[config.mk]
export PLATFORM = sky130hd
export DESIGN_NAME = week_alarm_timer
export DESIGN_NICKNAME = d
export VERILOG_FILES = /design/src/logic/week_timer_pkg.sv /design/src/logic/prescaler_if.sv /design/src/logic/week_alarm_timer.sv /design/src/logic/week_prescaler.sv
export SDC_FILE = /design/constraint.sdc
export NUM_CORES = 1
export LEC_CHECK = 0
export BUFFER_PORTS_ARGS = -buffer_cell sky130_fd_sc_hd__clkbuf_2
export CORE_MARGIN = 4
export CORE_UTILIZATION = 48
export DETAILED_ROUTE_END_ITERATION = 6
export PLACE_DENSITY = 0.8
export SLEW_MARGIN = 20
export SYNTH_ARGS = -nofsm -noshare
export SYNTH_HDL_FRONTEND = slang
export SYNTH_HIERARCHICAL = 1
export SYNTH_SLANG_ARGS = --single-unit
[constraint.sdc]
create_clock -name i_clock -period 5.4 [get_ports i_clock]
set_clock_uncertainty 0.15 [all_clocks]
set_input_delay 0.54 -clock i_clock [delete_from_list [all_inputs] [get_ports i_clock]]
set_output_delay 0.54 -clock i_clock [all_outputs]
set_load 0.05 [all_outputs]
[src/logic/week_timer_pkg.sv]
package week_timer_pkg;

    // Register offsets, byte addresses
    localparam logic [7:0] OFF_TIMER_CONTROL        = 8'h00;
    localparam logic [7:0] OFF_SECONDS_COUNTER      = 8'h04;
    localparam logic [7:0] OFF_ALARM_COMPARE        = 8'h08;
    localparam logic [7:0] OFF_PRESCALER_VALUE      = 8'h0C;
    localparam logic [7:0] OFF_FRACTION_INT_SELECT  = 8'h10;
    localparam logic [7:0] OFF_SHORT_TIMER_CONTROL  = 8'h14;
    localparam logic [7:0] OFF_SHORT_TIMER_COUNTER  = 8'h18;
    localparam logic [7:0] OFF_HELD_OUTPUT_DATA     = 8'h1C;
    localparam logic [7:0] OFF_HELD_OUTPUT_POWER    = 8'h20;
    localparam logic [7:0] OFF_HELD_OUTPUT_RESET    = 8'h24;

    // Field layout
    localparam int          CTRL_RUN_BIT  = 0;
    localparam int          CTRL_WAKE_BIT = 6;
    localparam int          SEC_W         = 28;
    localparam int          PRESC_W       = 15;
    localparam int          HELD_W        = 6;

    // Reset values
    localparam logic        RUN_RESET     = 1'b1;
    localparam logic        WAKE_RESET    = 1'b0;
    localparam logic [27:0] SEC_RESET     = 28'h0000000;
    localparam logic [27:0] CMP_RESET     = 28'h0FFFFFF;
    localparam logic [14:0] PRESC_RESET   = 15'h0001;
    localparam logic [14:0] PRESC_ZERO    = 15'h0000;
    localparam logic [14:0] PRESC_MAX     = 15'h7FFF;
    localparam logic [5:0]  HELD_RESET    = 6'h00;

    // Timing: slow tick rate against the bus clock
    localparam int          CLK_HZ        = 125000000;
    localparam int          SLOW_HZ       = 32768;
    localparam int          WRITE_TICKS   = 2;
    localparam int          WRITE_CYCLES  = (WRITE_TICKS * (CLK_HZ / SLOW_HZ));

endpackage

[src/logic/prescaler_if.sv]
`timescale 1ns/100ps
interface prescaler_if;
    logic        run;
    logic        tick;
    logic [14:0] value;
    logic        wrap;
    logic        step;

    modport owner (output run, output tick, input value, input wrap, input step);
    modport counter (input run, input tick, output value, output wrap, output step);
endinterface

[src/logic/week_alarm_timer.sv]
// Function
// RULE_01: Held outputs are firmware-set output pins that keep level on battery alone.
// RULE_02: Pin with held-output function selected reads one on its input register.
// RULE_03: Registers at base plus offset, four-byte steps from 00h to 24h.
// RULE_04: Control bit six enables wake output; clear disables and holds it reset.
// RULE_05: Wake enable also gates week wake decoding; clear means no decode.
// RULE_06: Control bit zero starts/stops counter and prescaler; resets to one.
// RULE_07: Run clear holds the seconds count; set again resumes from it.
// RULE_08: Run clear forces prescaler to zero and selects lowest power state.
// RULE_09: Seconds count sits in bits 27:0 and increments once per second.
// RULE_10: Seconds counter write may take up to one second to take effect.
// RULE_11: Seconds counter reads return the live value.
// RULE_12: Counter and compare accesses complete whatever the run bit state.
// RULE_13: Alarm interrupt and wake event while count is at or above compare.
// RULE_14: Prescaler register is read-only, bits 14:0 give the live value.
// RULE_15: Prescaler counts at 32.768 kHz, wrap from 7FFFh gives one-hertz tick.
// RULE_16: Seconds advance on prescaler step from zero to one, not the wrap.
// RULE_17: Writes finish within two slow ticks; reads answer in one bus cycle.
// RULE_18: Reserved bits read zero and ignore writes.
//
// Local design decision: the strobed register port.
`timescale 1ns/100ps
module week_alarm_timer (
    // Clock and battery-domain reset
    input  wire logic        i_clock,
    input  wire logic        i_rst,
    // Main-rail reset, for held outputs whose reset bit is set
    input  wire logic        i_main_rst,
    // Slow time base: one-cycle pulse per 32.768 kHz period
    input  wire logic        i_tick_32k,
    // Register port
    input  wire logic [7:0]  i_addr,
    input  wire logic [31:0] i_wdata,
    input  wire logic        i_wr,
    input  wire logic        i_rd,
    output logic      [31:0] o_rdata,
    // Events
    output logic             o_alarm_irq,
    output logic             o_wake_event,
    output logic             o_wake_decode,
    output logic             o_low_power,
    // Battery-held output pins
    output logic      [5:0]  o_held_out,
    output logic      [5:0]  o_held_select,
    // General purpose input path through the shared pins
    input  wire logic [5:0]  i_pin_in,
    output logic      [5:0]  o_pin_in_read
);

    prescaler_if ps ();

    logic        run_q;
    logic        wake_en_q;
    logic [27:0] sec_q;
    logic [27:0] sec_load_q;
    logic        sec_pend_q;
    logic [27:0] cmp_q;
    logic [5:0]  held_data_q;
    logic [5:0]  held_power_q;
    logic [5:0]  held_reset_q;
    logic        alarm_q;
    logic [31:0] rdata_q;
    logic [31:0] rdata_d;

    logic        wr_ctrl;
    logic        wr_sec;
    logic        wr_cmp;
    logic        wr_data;
    logic        wr_power;
    logic        wr_reset;

    // Decode of full byte address keeps misaligned accesses off every register
    assign wr_ctrl  = i_wr && (i_addr == week_timer_pkg::OFF_TIMER_CONTROL);   // see RULE_03
    assign wr_sec   = i_wr && (i_addr == week_timer_pkg::OFF_SECONDS_COUNTER); // see RULE_03
    assign wr_cmp   = i_wr && (i_addr == week_timer_pkg::OFF_ALARM_COMPARE);   // see RULE_03
    assign wr_data  = i_wr && (i_addr == week_timer_pkg::OFF_HELD_OUTPUT_DATA);
    assign wr_power = i_wr && (i_addr == week_timer_pkg::OFF_HELD_OUTPUT_POWER);
    assign wr_reset = i_wr && (i_addr == week_timer_pkg::OFF_HELD_OUTPUT_RESET);

    // Control register
    always_ff @(posedge i_clock) begin
        if (i_rst) begin
            run_q     <= week_timer_pkg::RUN_RESET;  // see RULE_06
            wake_en_q <= week_timer_pkg::WAKE_RESET;
        end else if (wr_ctrl) begin
            run_q     <= i_wdata[week_timer_pkg::CTRL_RUN_BIT];  // see RULE_06
            wake_en_q <= i_wdata[week_timer_pkg::CTRL_WAKE_BIT]; // see RULE_04
        end
    end

    // Prescaler link
    assign ps.run  = run_q;      // see RULE_06
    assign ps.tick = i_tick_32k;

    week_prescaler u_prescaler (
        .i_clock (i_clock),
        .i_rst   (i_rst),
        .ps      (ps)
    );

    // A write is parked until the next slow tick, as the counting logic
    // lives on that time base; this bounds the latency to one slow period.
    always_ff @(posedge i_clock) begin
        if (i_rst) begin
            sec_pend_q <= 1'b0;
            sec_load_q <= week_timer_pkg::SEC_RESET;
        end else if (wr_sec) begin
            sec_pend_q <= 1'b1;                            // see RULE_12
            sec_load_q <= i_wdata[week_timer_pkg::SEC_W-1:0]; // see RULE_18
        end else if (i_tick_32k) begin
            sec_pend_q <= 1'b0;                            // see RULE_17
        end
    end

    // Seconds counter; a pending load beats a same-tick advance
    always_ff @(posedge i_clock) begin
        if (i_rst) begin
            sec_q <= week_timer_pkg::SEC_RESET;
        end else if (sec_pend_q && i_tick_32k) begin
            sec_q <= sec_load_q;          // see RULE_10
        end else if (ps.step) begin
            sec_q <= sec_q + 28'h0000001; // see RULE_09 see RULE_16
        end
        // Otherwise held, including while stopped   see RULE_07
    end

    // Compare register
    always_ff @(posedge i_clock) begin
        if (i_rst) begin
            cmp_q <= week_timer_pkg::CMP_RESET;
        end else if (wr_cmp) begin
            cmp_q <= i_wdata[week_timer_pkg::SEC_W-1:0]; // see RULE_12
        end
    end

    // Alarm level, registered to keep the wide compare off the pin path
    always_ff @(posedge i_clock) begin
        if (i_rst) begin
            alarm_q <= 1'b0;
        end else begin
            alarm_q <= (sec_q >= cmp_q); // see RULE_13
        end
    end

    assign o_alarm_irq   = alarm_q;                // see RULE_13
    assign o_wake_event  = alarm_q && wake_en_q;   // see RULE_04
    assign o_wake_decode = alarm_q && wake_en_q;   // see RULE_05
    assign o_low_power   = !run_q;                 // see RULE_08

    // Held outputs; battery reset clears them, main-rail reset clears only data bits whose reset bit is set
    always_ff @(posedge i_clock) begin
        if (i_rst) begin
            held_power_q <= week_timer_pkg::HELD_RESET;
            held_reset_q <= week_timer_pkg::HELD_RESET;
        end else begin
            if (wr_power) begin
                held_power_q <= i_wdata[week_timer_pkg::HELD_W-1:0];
            end
            if (wr_reset) begin
                held_reset_q <= i_wdata[week_timer_pkg::HELD_W-1:0];
            end
        end
    end

    always_ff @(posedge i_clock) begin
        if (i_rst) begin
            held_data_q <= week_timer_pkg::HELD_RESET;
        end else if (wr_data) begin
            held_data_q <= i_wdata[week_timer_pkg::HELD_W-1:0]; // see RULE_01
        end else if (i_main_rst) begin
            held_data_q <= held_data_q & ~held_reset_q;         // see RULE_01
        end
    end

    assign o_held_out    = held_data_q;                   // see RULE_01
    assign o_held_select = held_power_q;
    assign o_pin_in_read = i_pin_in | held_power_q;       // see RULE_02

    // Read mux; unlisted and not-held offsets answer zero
    always_comb begin
        rdata_d = 32'h00000000;
        unique case (i_addr)
            week_timer_pkg::OFF_TIMER_CONTROL: begin
                rdata_d[week_timer_pkg::CTRL_RUN_BIT]  = run_q;
                rdata_d[week_timer_pkg::CTRL_WAKE_BIT] = wake_en_q; // see RULE_18
            end
            week_timer_pkg::OFF_SECONDS_COUNTER: begin
                rdata_d[week_timer_pkg::SEC_W-1:0] = sec_q;         // see RULE_11
            end
            week_timer_pkg::OFF_ALARM_COMPARE: begin
                rdata_d[week_timer_pkg::SEC_W-1:0] = cmp_q;
            end
            week_timer_pkg::OFF_PRESCALER_VALUE: begin
                rdata_d[week_timer_pkg::PRESC_W-1:0] = ps.value;    // see RULE_14
            end
            week_timer_pkg::OFF_HELD_OUTPUT_DATA: begin
                rdata_d[week_timer_pkg::HELD_W-1:0] = held_data_q;
            end
            week_timer_pkg::OFF_HELD_OUTPUT_POWER: begin
                rdata_d[week_timer_pkg::HELD_W-1:0] = held_power_q;
            end
            week_timer_pkg::OFF_HELD_OUTPUT_RESET: begin
                rdata_d[week_timer_pkg::HELD_W-1:0] = held_reset_q;
            end
            default: begin
                rdata_d = 32'h00000000;
            end
        endcase
    end

    // Data valid only in the cycle after the strobe
    always_ff @(posedge i_clock) begin
        if (i_rst) begin
            rdata_q <= 32'h00000000;
        end else if (i_rd) begin
            rdata_q <= rdata_d; // see RULE_17
        end else begin
            rdata_q <= 32'h00000000;
        end
    end

    assign o_rdata = rdata_q;

endmodule

[src/logic/week_prescaler.sv]
`timescale 1ns/100ps
module week_prescaler (
    // Clock and reset
    input  wire logic    i_clock,
    input  wire logic    i_rst,
    // Link to the timer core
    prescaler_if.counter ps
);

    logic [14:0] value_q;

    // Forced to zero while stopped; free-running 15-bit wrap otherwise
    always_ff @(posedge i_clock) begin
        if (i_rst) begin
            value_q <= week_timer_pkg::PRESC_RESET;
        end else if (!ps.run) begin
            value_q <= week_timer_pkg::PRESC_ZERO; // see RULE_08
        end else if (ps.tick) begin
            value_q <= value_q + 15'h0001; // see RULE_15
        end
    end

    assign ps.value = value_q;
    // One-hertz tick at the wrap from the top value
    assign ps.wrap  = ps.run && ps.tick && (value_q == week_timer_pkg::PRESC_MAX); // see RULE_15
    // Seconds advance one slow tick later, on the step from zero to one
    assign ps.step  = ps.run && ps.tick && (value_q == week_timer_pkg::PRESC_ZERO); // see RULE_16

endmodule

==> results.py <==
metrics = {
    "clock_network": {
        "cts_root_buf": "clkbuf_16",
        "numClockSinks": 149,
        "path_clk_slew_ns": 0.06,
        "cts_resized": 0,
        "cts_max_level": 4,
        "cts_hold_buf": 0,
        "cts_tree": "done",
        "cts_buffer_depth": 2,
        "worstSkewPairLatency_ns": 0.42,
        "cts_setup_buffers": 0,
        "cts_buffers": 17,
    },
    "layout": {
        "layout_commonest_cell": "nand2_1",
        "drive_above_1_share_pct": 16.5,
        "nNetsFinal": 1015,
        "instances_no_fill": 1127,
        "antenna_cells": 0,
        "syn_to_final_growth_pct": 15.8,
        "post-route-util_pct": 57.0,
        "final_cell_mix": "nand2_1 (163), dfxtp_1 (149), clkbuf_2 (96), nor2_1 (74), a21oi_1 (62)",
    },
    "sta": {
        "relSlewSlack_pct": 32.9,
        "fmax_mhz": 314,
        "rsz0062_at_grt": "no",
        "final.min_clock_period_ns": 3.18,
        "setup_tns_ns": 0,
        "maxSlewViolCount": 0,
        "finalHoldViolCount": 0,
        "finalCritPeriodShare_pct": 58.9,
        "worst_slew_pin_slew_ns": 1.01,
        "setup_violations": 0,
    },
    "grt": {
        "grt-ovfl-total": 0,
        "grt.total_usage_pct": 22.0,
        "grt_max_degree": 58,
        "grt_pass1_vias": 6118,
        "antenna_found_initial": 0,
        "grt_pass1_wl_um": 30000,
    },
    "power": {
        "power_mw": 2.49,
        "ir_drop_v": 0.000206,
        "p_leak_nw": 3.72,
        "power.density_mw_per_mm2": 299,
    },
    "synth": {
        "postSynthCellCount": 861,
        "ys_warn_count": 6,
        "syn_avg_cell_area_um2": 8.37,
        "syn_area_mm2": 0.00721,
    },
    "status": {
        "status": "complete, no violations",
    },
    "setup_path": {
        "cp_data_arrival_time_ns": 3.37,
        "cp.required_ns": 5.58,
        "slowest_delay_ns": 0.58,
        "cp-end-kind": "flop",
        "slowest_stage": "nor4_2",
        "start_kind": "flop",
        "rr_worst_depth": 9,
        "path_cells": "inv_1, ha_1, nor4b_1, and4_1, nand4_1, nor4_2, nand3_1, xor2_1, a211oi_1",
        "worstSetupPathType": "flop to flop",
        "crit_fanout": 11,
    },
    "worst_hold_path": {
        "holdPathStages": 3,
        "hp-class": "input port to flop",
    },
    "routing": {
        "viasPerCell": 5.69,
        "post-route-drc-count": 0,
        "drt_iter0_drc": 492,
        "wirelength_um": 18300,
        "wire_per_inst_um": 16.3,
        "postRouteAntennaNets": 0,
        "first_pass_iters": 5,
        "vias": 6417,
    },
    "floorplanning": {
        "core-area_mm2": 0.0146,
        "rows": 44,
        "fp.dieW_um": 131,
        "die_area_mm2": 0.0170,
        "die_h_um": 131,
        "ioPinCount": 106,
        "start_util_pct": 49.2,
    },
    "placement": {
        "portBuffers": 97,
        "hpwl_um": 12300,
        "dp.cells": 1097,
        "gp_congestion": 0.881,
    },
    "flow_run": {
        "maxCapViolCount": 0,
    },
}
## state kept, by name (all words and copies together), names as in the netlist, 6 cells and up
signal                cells
o_held_select             6
cmp_q                    28
u_prescaler/ps.value     15
sec_load_q               28
held_reset_q              6
o_held_out                6
o_rdata                  28
sec_q                    28
## path summary, 6_finish.rpt
| path | start | endpoint | slack (ns) |
|---|---|---|---|
| setup reg to reg | u_prescaler/ps.value[0] | sec_q[13] | 2.22 |
| setup / recovery | u_prescaler/ps.value[0] | sec_q[13] | 2.22 |
| hold / removal | i_wdata[11] | cmp_q[11] | 0.20 |
| hold reg to reg | sec_load_q[16] | sec_q[16] | 0.30 |
## final cells by class
| type | instances | area [µm²] |
|---|---|---|
| fill | 1317 | 6300 |
| multi-input combinational | 627 | 3850 |
| sequential | 149 | 2980 |
| timing repair buffer | 102 | 523 |
| clock buffer | 21 | 480 |
| tap | 184 | 230 |
| clock inverter | 9 | 150 |
| inverter | 35 | 131 |
## critical path: cells and delay by family (launching register included)
kind | cells | cell delay (ns)
and+or+nand+nor | 5 | 1.94
adders and majority gates | 1 | 0.14
DFF | 1 | 0.36
AOI/OAI and AO/OA | 1 | 0.24
buffers and inverters | 1 | 0.08
xor gates and xnor gates | 1 | 0.17
## per-stage QoR
step           cell area (µm²)  worst slack [ns]  hold WS, ns
2_1_floorplan             7220              2.87        0.275
3_3_place_gp              7710              2.13        0.290
3_5_place_dp              7710              2.03        0.294
4_1_cts                   8340              2.24        0.190
5_1_grt                   8350              1.98        0.206
6_report                  8350              2.22        0.199
## report_power, final
| group | switching (mW) | leakage, nW | internal (mW) |
|---|---|---|---|
| Combinational | 0.0765 | 2.21 | 0.0400 |
| Clock | 0.451 | 0.307 | 0.814 |
| Sequential | 0.00743 | 1.20 | 1.10 |
## routing by layer
layer | track usage (%) | part of all wire, %
met1 | 28.6 | 44
met5 | 0 | 0
met3 | 4.67 | 6.6
met2 | 35.5 | 47
met4 | 9.44 | 2.4
Power figures use the tool's default switching activity.
